==> src/rtl/oag_defines.svh <==
`ifndef OAG_DEFINES_SVH
`define OAG_DEFINES_SVH
`define OAG_PREFIX_IND 8'h92
`define OAG_PAGE_MASK 16'h00FF
`define OAG_REL_BYTES 4'h1
`define OAG_SHORT_BYTES 4'h1
`define OAG_LONG_BYTES 4'h2
`define OAG_ZERO_BYTES 4'h0
`define OAG_IMM_BYTES 4'h1
`define OAG_BITREL_IND_BYTES 4'h3
`endif

==> src/rtl/oag_pkg.sv <==
package oag_pkg;
  typedef enum logic [3:0] {
    OAG_INHERENT = 4'h0,
    OAG_IMMEDIATE = 4'h1,
    OAG_DIR_SHORT = 4'h2,
    OAG_DIR_LONG = 4'h3,
    OAG_IDX_NONE = 4'h4,
    OAG_IDX_SHORT = 4'h5,
    OAG_IDX_LONG = 4'h6,
    OAG_IND_SHORT = 4'h7,
    OAG_IND_LONG = 4'h8,
    OAG_INDIDX_SHORT = 4'h9,
    OAG_INDIDX_LONG = 4'hA,
    OAG_REL_DIRECT = 4'hB,
    OAG_REL_INDIRECT = 4'hC,
    OAG_BIT_DIRECT = 4'hD,
    OAG_BIT_DIR_REL = 4'hE
  } oag_mode_t;
  typedef enum logic [2:0] {
    OAG_IDLE = 3'h0,
    OAG_PTR_LO = 3'h1,
    OAG_PTR_HI = 3'h2,
    OAG_DONE = 3'h3
  } oag_state_t;
endpackage

==> src/rtl/oag_adder.sv <==
module oag_adder
  import oag_pkg::*;
#(
  parameter int AW = 16
) (
  // operands
  input wire logic [AW-1:0] base,
  input wire logic [7:0] index,
  input wire logic sign_ext,
  // sum
  output logic [AW-1:0] sum
);
  logic [AW-1:0] ext;
  always_comb begin
    ext = {{(AW - 8){sign_ext & index[7]}}, index};
    sum = base + ext;
  end
endmodule

==> src/rtl/oag_core.sv <==
// Overview of operation
// - short direct uses one byte, page zero
// - long direct uses two-byte word address
// - indexed address is unsigned index plus offset
// - no-offset indexed uses index alone
// - short indexed adds byte offset, to 1FE
// - long indexed adds word offset
// - short indirect reads byte pointer, page zero
// - long indirect reads word pointer
// - indirect indexed adds pointer and index
// - relative target PC-128..PC+127 from next PC
// - inherent instructions are one byte
// - immediate instructions are two bytes
// - read-modify-write limited to page zero, except unprefixed relative
// - no-offset indexed adds 0 for X, 1 for Y
// - relative adds signed eight-bit displacement
// - prefix 92 turns direct into indirect
`include "oag_defines.svh"
module oag_core
  import oag_pkg::*;
(
  // clocking
  input wire logic clock,
  input wire logic sys_rst,
  input wire logic clk_en,
  // request
  input wire logic start,
  input wire oag_mode_t mode,
  input wire logic [7:0] prefix,
  input wire logic use_y,
  input wire logic rmw,
  input wire logic [7:0] byte1,
  input wire logic [7:0] byte2,
  input wire logic [7:0] idx_x,
  input wire logic [7:0] idx_y,
  input wire logic [15:0] next_pc,
  // pointer read
  output logic mem_rd,
  output logic [15:0] mem_addr,
  input wire logic mem_ack,
  input wire logic [7:0] mem_data,
  // result
  output logic busy,
  output logic done,
  output logic [15:0] op_addr,
  output logic [7:0] imm_value,
  output logic is_imm,
  output logic [3:0] extra_bytes
);
  typedef struct packed {
    oag_state_t st;
    oag_mode_t md;
    logic ind;
    logic [7:0] idx;
    logic [7:0] ptr_a;
    logic [15:0] ptr;
    logic [15:0] pc;
    logic rmw;
    logic [15:0] addr;
    logic [7:0] imm;
    logic imm_f;
    logic [3:0] nb;
    logic done;
  } oag_regs_t;
  oag_regs_t r_q, r_d;
  logic [15:0] sum_o, base_i;
  logic [7:0] off_i;
  logic sx_i;
  logic ind_req;
  logic [7:0] idx_sel;
  logic [15:0] word12;
  logic word_ptr;
  logic add_idx;

  oag_adder #(.AW(16)) u_add (
    .base(base_i),
    .index(off_i),
    .sign_ext(sx_i),
    .sum(sum_o)
  );

  ////////////////////////////////////////////////////////////////
  always_comb begin
    ind_req = (prefix == `OAG_PREFIX_IND);
    idx_sel = use_y ? idx_y : idx_x;
    word12 = {byte1, byte2};
    word_ptr = (r_q.md == OAG_IND_LONG) || (r_q.md == OAG_INDIDX_LONG);
    add_idx = (r_q.md == OAG_INDIDX_SHORT) || (r_q.md == OAG_INDIDX_LONG) || (r_q.md == OAG_IDX_SHORT);
    base_i = 16'h0000;
    off_i = 8'h00;
    sx_i = 1'b0;
    if (r_q.st == OAG_DONE) begin
      base_i = r_q.ptr;
      off_i = add_idx ? r_q.idx : 8'h00;
      if (r_q.md == OAG_REL_INDIRECT || r_q.md == OAG_BIT_DIR_REL) begin
        base_i = r_q.pc;
        off_i = r_q.ptr[7:0];
        sx_i = 1'b1;
      end
    end else begin
      case (mode)
        OAG_IDX_SHORT: begin
          base_i = {8'h00, byte1};
          off_i = idx_sel;
        end
        OAG_IDX_LONG: begin
          base_i = word12;
          off_i = idx_sel;
        end
        OAG_REL_DIRECT: begin
          base_i = next_pc;
          off_i = byte1;
          sx_i = 1'b1;
        end
        default: begin
          base_i = 16'h0000;
          off_i = 8'h00;
        end
      endcase
    end
  end

  ////////////////////////////////////////////////////////////////
  always_comb begin
    r_d = r_q;
    r_d.done = 1'b0;
    mem_rd = 1'b0;
    mem_addr = 16'h0000;
    case (r_q.st)
      OAG_IDLE: begin
        if (start) begin
          r_d.md = mode;
          r_d.idx = idx_sel;
          r_d.pc = next_pc;
          r_d.rmw = rmw;
          r_d.ind = ind_req;
          r_d.ptr_a = byte1;
          r_d.ptr = 16'h0000;
          r_d.imm_f = 1'b0;
          r_d.imm = 8'h00;
          r_d.done = 1'b1;
          r_d.addr = 16'h0000;
          case (mode)
            OAG_INHERENT: r_d.nb = `OAG_ZERO_BYTES;
            OAG_IMMEDIATE: begin
              r_d.nb = `OAG_IMM_BYTES;
              r_d.imm = byte1;
              r_d.imm_f = 1'b1;
            end
            OAG_DIR_SHORT, OAG_BIT_DIRECT: begin
              r_d.nb = ind_req ? `OAG_LONG_BYTES : `OAG_SHORT_BYTES;
              r_d.addr = {8'h00, byte1};
            end
            OAG_DIR_LONG: begin
              r_d.nb = `OAG_LONG_BYTES;
              r_d.addr = rmw ? (word12 & `OAG_PAGE_MASK) : word12;
            end
            OAG_IDX_NONE: begin
              r_d.nb = use_y ? `OAG_SHORT_BYTES : `OAG_ZERO_BYTES;
              r_d.addr = {8'h00, idx_sel};
            end
            OAG_IDX_SHORT: begin
              r_d.nb = ind_req ? `OAG_LONG_BYTES : `OAG_SHORT_BYTES;
              r_d.addr = rmw ? (sum_o & `OAG_PAGE_MASK) : sum_o;
            end
            OAG_IDX_LONG: begin
              r_d.nb = `OAG_LONG_BYTES;
              r_d.addr = rmw ? (sum_o & `OAG_PAGE_MASK) : sum_o;
            end
            OAG_REL_DIRECT: begin
              r_d.nb = ind_req ? `OAG_LONG_BYTES : `OAG_REL_BYTES;
              r_d.addr = sum_o;
            end
            OAG_BIT_DIR_REL: r_d.nb = ind_req ? `OAG_BITREL_IND_BYTES : `OAG_LONG_BYTES;
            default: r_d.nb = `OAG_LONG_BYTES;
          endcase
          // prefix turns direct, short and long indexed (X or Y) and relative forms into pointer fetches
          if (ind_req) begin
            case (mode)
              OAG_DIR_SHORT, OAG_BIT_DIRECT: r_d.md = OAG_IND_SHORT;
              OAG_IDX_SHORT: r_d.md = OAG_INDIDX_SHORT;
              OAG_DIR_LONG: r_d.md = OAG_IND_LONG;
              OAG_IDX_LONG: r_d.md = OAG_INDIDX_LONG;
              OAG_REL_DIRECT: r_d.md = OAG_REL_INDIRECT;
              default: r_d.md = mode;
            endcase
          end
          // bit-relative needs the target later; its offset is byte2
          if (mode == OAG_BIT_DIR_REL && !ind_req) begin
            r_d.addr = {8'h00, byte1};
            r_d.ptr = {8'h00, byte2};
            r_d.st = OAG_DONE;
            r_d.done = 1'b0;
          end
          case (r_d.md)
            OAG_IND_SHORT, OAG_IND_LONG, OAG_INDIDX_SHORT, OAG_INDIDX_LONG,
            OAG_REL_INDIRECT: begin
              r_d.st = OAG_PTR_LO;
              r_d.done = 1'b0;
            end
            default: ;
          endcase
          if (mode == OAG_BIT_DIR_REL && ind_req) begin
            r_d.st = OAG_PTR_LO;
            r_d.done = 1'b0;
          end
        end
      end
      OAG_PTR_LO: begin
        mem_rd = 1'b1;
        mem_addr = {8'h00, r_q.ptr_a};
        if (mem_ack) begin
          if (word_ptr) begin
            r_d.ptr = {mem_data, 8'h00};
            r_d.st = OAG_PTR_HI;
          end else begin
            r_d.ptr = {8'h00, mem_data};
            r_d.st = OAG_DONE;
          end
        end
      end
      OAG_PTR_HI: begin
        mem_rd = 1'b1;
        mem_addr = {8'h00, r_q.ptr_a} + 16'h0001;
        if (mem_ack) begin
          r_d.ptr = {r_q.ptr[15:8], mem_data};
          r_d.st = OAG_DONE;
        end
      end
      OAG_DONE: begin
        r_d.addr = sum_o;
        if (r_q.md == OAG_BIT_DIRECT || (r_q.md == OAG_BIT_DIR_REL && r_q.ind)) begin
          r_d.addr = r_q.ptr;
        end
        if (r_q.rmw) begin
          r_d.addr = sum_o & `OAG_PAGE_MASK;
        end
        r_d.done = 1'b1;
        r_d.st = OAG_IDLE;
      end
      default: r_d.st = OAG_IDLE;
    endcase
  end

  ////////////////////////////////////////////////////////////////
  always_ff @(posedge clock) begin
    if (sys_rst) begin
      r_q <= '0;
    end else if (clk_en) begin
      r_q <= r_d;
    end
  end

  always_comb begin
    busy = (r_q.st != OAG_IDLE);
    done = r_q.done;
    op_addr = r_q.addr;
    imm_value = r_q.imm;
    is_imm = r_q.imm_f;
    extra_bytes = r_q.nb;
  end
endmodule

==> config.mk <==
export PLATFORM = sky130hd
export DESIGN_NAME = oag_core
export DESIGN_NICKNAME = d
export VERILOG_FILES = /design/src/rtl/oag_pkg.sv /design/src/rtl/oag_adder.sv /design/src/rtl/oag_core.sv
export VERILOG_INCLUDE_DIRS = /design/src /design/src/rtl
export SDC_FILE = /design/constraint.sdc
export NUM_CORES = 1
export LEC_CHECK = 0
export BUFFER_PORTS_ARGS = -buffer_cell sky130_fd_sc_hd__buf_4
export CAP_MARGIN = 25
export CORE_MARGIN = 2
export CORE_UTILIZATION = 45
export DETAILED_ROUTE_END_ITERATION = 10
export GPL_ROUTABILITY_DRIVEN = 0
export GPL_TIMING_DRIVEN = 0
export PLACE_DENSITY = 0.67
export SLEW_MARGIN = 20
export SYNTH_ARGS = -nofsm -noshare
export SYNTH_HDL_FRONTEND = slang
export SYNTH_SLANG_ARGS = --single-unit
==> constraint.sdc <==
create_clock -name clock -period 6.63 [get_ports clock]
set_input_delay 0.3315 -clock clock [delete_from_list [all_inputs] [get_ports clock]]
set_output_delay 0.3315 -clock clock [all_outputs]
set_load 0.02 [all_outputs]
Yosys cells after proc, flatten, opt, wreduce, memory -nomap -nowiden:

Cells that the tools add are included.

* register bits after elaboration: 87
* bits of input ports: 75
* output and inout bits: 48
* word-level logic and storage cells: 118

* add/subtract/negate cells: 2
* reduce and logical (&&, ||, !) cells: 25
* equality and inequality tests: 29
* bitwise operators: 2
* mux-type cells: 46

Operators with widths (number)
* 2-to-1 mux 16 bit: 9
* case mux 16 bit (3 select lines): 2
* 2-to-1 mux 87 bit: 1
* case mux 16 bit (5 select lines): 1
* equality test 4 bit (second input constant): 13
* 2-to-1 mux 8 bit: 6
* case mux 16 bit (2 select lines): 1
* equality test 4 x 3 -> 1 bit (second input constant): 5
* case mux 4 bit (5 select lines): 1
* case mux 9 bit (2 select lines): 1
* adder 16 bit: 1
* case mux 8 bit (2 select lines): 1
* 2-to-1 mux 3 bit: 5
* AND reduction 5 bit: 3
* 2-to-1 mux 4 bit: 3
* 2-to-1 mux 1 bit: 10
* case mux 2 bit (5 select lines): 1
* adder 8 x 1 -> 9 bit (second input constant): 1
* 2-to-1 mux 9 bit: 1
* case mux 3 bit (3 select lines): 1
* equality test 4 x 2 -> 1 bit (second input constant): 2
* equality test 8 bit (second input constant): 1
* equality test 3 x 2 -> 1 bit (second input constant): 2
* != test 2 bit (second input constant): 3
* other kinds (18): 29

Depth between registers and ports, before layout:

* depth after elaboration: 13
* mapped depth: 17
* gate-level depth less buffers: 15

Hierarchy:

From an unflattened synthesis, not the netlist that was laid out.

* cells, all modules: 779
* area total of the unflattened synthesis: 6123.4 µm²

Modules (own cells, without submodules)
* oag_core: instances 1, area each 5505.3 µm², cells an instance 695, sequential area each 1681.6 µm²
* oag_adder: instances 1, area each 618.1 µm², cells an instance 84, sequential area each 0.0 µm²

Worst setup path before layout:

No wires, ideal clock.

* path kind: input to register
* from: input mode[0]
* to: register r_q, in the netlist op_addr[14]
* setup time: 0.062 ns
* arrival time: 3.695 ns
* stages: 17
* required time: 6.568 ns
* buffers on the path: 2
* path slack: 2.873 ns
* cell sequence: buf_2 -> xnor2_1 -> or2_2 -> clkbuf_1 -> nor2_1 -> a22o_1 -> a221o_1 -> ha_1 -> fa_1 -> a211oi_1 -> o21ai_0 -> a311oi_1 -> a21oi_1 -> and3_4 -> a211o_1 -> a21o_1 -> nand3_1

* word-level cells in the longest chain between the ends: 11
* elaborated cells between the ends (all ways): 26
* those cells by class: add/sub (1); eq/ne (8); mux (13); bitwise (1); reduce/logical (3)

RTL lines
* start: declaration: line oag_core.sv:28 `input wire oag_mode_t mode,`
* equality test 4 x 3 -> 1 bit: line oag_core.sv:101, oag_core.sv:143
* OR reduction 2 bit (no source line)
* case mux 8 bit (2 select lines): line oag_core.sv:101 `case (mode)`
* 2-to-1 mux 8 bit: line oag_core.sv:92 `if (r_q.st == OAG_DONE) begin`
* bitwise AND 1 bit: line oag_adder.sv:15 `ext = {{(AW - 8){sign_ext & index[7]}}, index};`
* adder 16 bit: line oag_adder.sv:16 `sum = base + ext;`
* 2-to-1 mux 16 bit: line oag_core.sv:164, oag_core.sv:168
* case mux 16 bit (5 select lines): line oag_core.sv:143 `case (mode)`
* 2-to-1 mux 16 bit: line oag_core.sv:189 `if (mode == OAG_BIT_DIR_REL && !ind_req) begin`
* 2-to-1 mux 87 bit: line oag_core.sv:131 `if (start) begin`
* case mux 16 bit (2 select lines) (*): line oag_core.sv:129 `case (r_q.st)`
* end signal: assignment: line oag_core.sv:250 `r_q <= r_d;`
* end: declaration: line oag_core.sv:65 `oag_regs_t r_q, r_d;`

Every way passes the cells marked *; elsewhere a longest branch is shown, timed or not. The select of a mux whose other input is x is not followed.
A chain may end at the register's enable or synchronous reset.

Final worst setup path:

* from: register r_q[84] (netlist name)
* to: register r_q, in the netlist op_addr[14]

* word-level cells in the longest chain between the ends: 9
* elaborated cells between the ends (all ways): 17
* those cells by class: add/sub (1); eq/ne (2); mux (10); bitwise (1); reduce/logical (3)

RTL lines (line)
* equality test 3 x 2 -> 1 bit: oag_core.sv:92, oag_core.sv:129
* 2-to-1 mux 1 bit or 2-to-1 mux 8 bit (tied branches): oag_core.sv:92
* bitwise AND 1 bit: oag_adder.sv:15
* adder 16 bit: oag_adder.sv:16
* 2-to-1 mux 16 bit: oag_core.sv:164, oag_core.sv:168
* case mux 16 bit (5 select lines): oag_core.sv:143
* 2-to-1 mux 16 bit: oag_core.sv:189
* 2-to-1 mux 87 bit: oag_core.sv:131
* case mux 16 bit (2 select lines): oag_core.sv:129

Several ways; a longest one is shown, not always the timed one. The select of a mux whose other input is x is not followed.

==> flow_summary.toml <==
[status]
status = "finished clean"

[finish]
fin_nets = 1055
layout_common_cells = "buf_4, nand2_1, nor2_1, dfxtp_1, a21oi_1"
synthToLayoutAreaGrowth_pct = 22.4
final_common_cell = "buf_4"
fin_area_mm2 = 0.00754
drive_gt1_share_pct = 19.9
final_cell_count_no_fill = 1139
antennaDiodeCount = 0
fillers = 1332
utilization_pct = 56.7

[floorplan]
die_y_um = 121
die_w_um = 121
core-area_mm2 = 0.0133
row_count = 42
dieArea_mm2 = 0.0146
start_util_pct = 46.3
pin_count = 123

[synth]
synth_mux_area_share_pct = 4.12
synth_compound_area_share_pct = 28.9
synthDistinctLibCells = 71
async_reset_ff_share_pct = 0
yosysTopAreaCell = "dfxtp_1"
synth_edf_count = 0
syn_inst = 829
synthFlopType = "dfxtp_1"
synth_warnings = 0
ys_seq_area_share_pct = 27.3
yosys.area.top_type_share_pct = 27.3
syn-cell-area_mm2 = 0.00616
yosys.area_share.adder_pct = 4.59
ys_seq_elements = 84
synth_area_leaders = "dfxtp_1, nand2_1, nor2_1, a21oi_1, buf_4"
synth_area_per_cell_um2 = 7.43
yosys.area_share.simple_pct = 24.1
synth_xor_area_share_pct = 1.99
synth_top_family_by_area = "compound AO/OA/AOI/OAI gates"

[critical_path]
worst_setup_path_start_kind = "flop"
crit_start = "r_q[84]"
crit_slowest_cell = "clkbuf_1"
required_ns = 6.93
worst-setup-path-type = "reg -> reg"
cp_max_fo = 10
timing.rr.start = "r_q[84]"
crit_path_max_incr_delay_ns = 0.50
crit_chain = "ha_1 -> buf_2 -> clkbuf_1 -> clkbuf_1 -> a31oi_1 -> ha_1 -> fa_1 -> a211oi_1 -> o21ai_0 -> a311oi_1 -> a21oi_1 -> and3_4 -> a211o_1 -> a21o_1 -> nand3_1"
crit_arrival_ns = 4.90
end_kind = "flop"

[place]
io_buffer_count = 109
dp_hpwl_mm = 16.8
dpl_worst_slack_ns = 2.17
dp_cells = 1123
placed_cell_area_mm2 = 0.00724

[timing]
finalSetupTns_ns = 0
fin_crit_sh_pct = 69.5
slew-limit-headroom_pct = 27.0
whs_ns = 0.223
finClkSkew_ns = 0.0105
slew_violations = 0
fmaxAchievable_ghz = 0.217
min_period_ns = 4.61
worstMarginPinSlew_ns = 1.08
final_hold_viol_count = 0
rsz0062_at_grt = "false"
setup_viol = 0
worst_slack_ns = 2.02

[min_path]
worstHoldStart = "next_pc[1]"
holdCritPathClass = "in -> reg"

[pwr]
total_leakage_power_nw = 3.09
ir_drop_mv = 0.153
p_per_area_mw_per_mm2 = 187
power.total_mw = 1.41

[drt]
routed_via_density = 6.02
drc = 0
drtPass1Iterations = 6
drt_wl_total_mm = 22.2
vias = 6854
ant_nets = 0
drtIter0Drc = 838
post_drt_wl_per_cell_um = 19.5

[grt]
grt_usage_pct = 30.7
antenna_found_initial = 0
grt_max_degree = 16
grt_pass1_vias = 6323
grt_pass1_wl_mm = 34.7
overflow = 0

[clocking]
clock_path_buffers = 2
insertion_delay_ns = 0.36
cts_resized = 0
root_buffer = "clkbuf_16"
cts_tree = "yes"
cts.clk_slew.worst_paths_ns = 0.07
numCtsBuffers = 9
htreeDepth = 3
cts_setup_buffers = 0
cts_sinks = 84
ctsHoldBuffers = 0

[flow_run]
maxCapViolCount = 0
-- cells by family after synthesis --
| logic type | count (synthesis) |
|---|---|
| AO/OA/AOI/OAI | 252 |
| XOR/XNOR | 14 |
| adder cells (fa/ha/maj) | 22 |
| buffers and inverters | 105 |
| flip-flops | 84 |
| multiplexers | 24 |
| other | 1 |
| AND/OR/NAND/NOR | 327 |
-- area by class of cell --
type	count	area [µm²]	share of cell area (%)
plain buffers	92	502	6.65
clock buffers	9	225	2.99
repair buffers	110	823	10.9
well taps	176	220	2.92
multi-input cells	648	3960	52.6
flip-flops and latches	84	1680	22.3
inverters	13	48.8	0.647
clock inverters	7	76.3	1.01
-- final timing paths --
check | end | slack [ns] | cells after the start
worst max-delay path | op_addr[14] | 2.02 | 15
worst min-delay path | r_q[32] | 0.22 | 3
worst max register to register | op_addr[14] | 2.02 | 15
worst min register to register | imm_value[4] | 0.46 | 2
-- power breakdown --
part | switching [mW] | internal (mW) | total (mW)
registers | 0.0168 | 0.530 | 0.547
logic | 0.195 | 0.132 | 0.327
clock network | 0.240 | 0.294 | 0.534
-- per-layer routing --
layer	part of all wire [%]	up-vias	wire [µm]	track usage (%)
li1	-	3237	-	-
met1	43	3193	9520	42.4
met2	44	367	9840	47.5
met3	9.9	57	2210	5.69
met4	3.0	0	678	11.6
met5	0	-	0	0
-- cell usage after synthesis, drive strengths merged (12+ instances only) --
cell and count:
a211oi 24, a21oi 64, a221oi 20, a22o 12
a22oi 29, a31oi 21, buf 51, clkbuf 41
dfxtp 84, ha 21, inv 12, mux2i 16
nand2 131, nand2b 12, nand3 16, nor2 99
nor3 22, o21ai 29
-- registers in the layout (all words and copies together) (netlist names) --
name / cells
r_q: 56
done: 1
op_addr: 16
imm_value: 8
is_imm: 1
extra_bytes: 2
-- critical path: cells and delay by family (launching register included) --
| kind | cells | cell delay [ns] |
|---|---|---|
| flip-flops | 1 | 0.39 |
| adder cells (fa/ha/maj) | 3 | 1.02 |
| AO/OA/AOI/OAI | 7 | 1.60 |
| buffers and inverters | 3 | 1.25 |
| AND/OR/NAND/NOR | 2 | 0.27 |
Power figures use the tool's default switching activity.
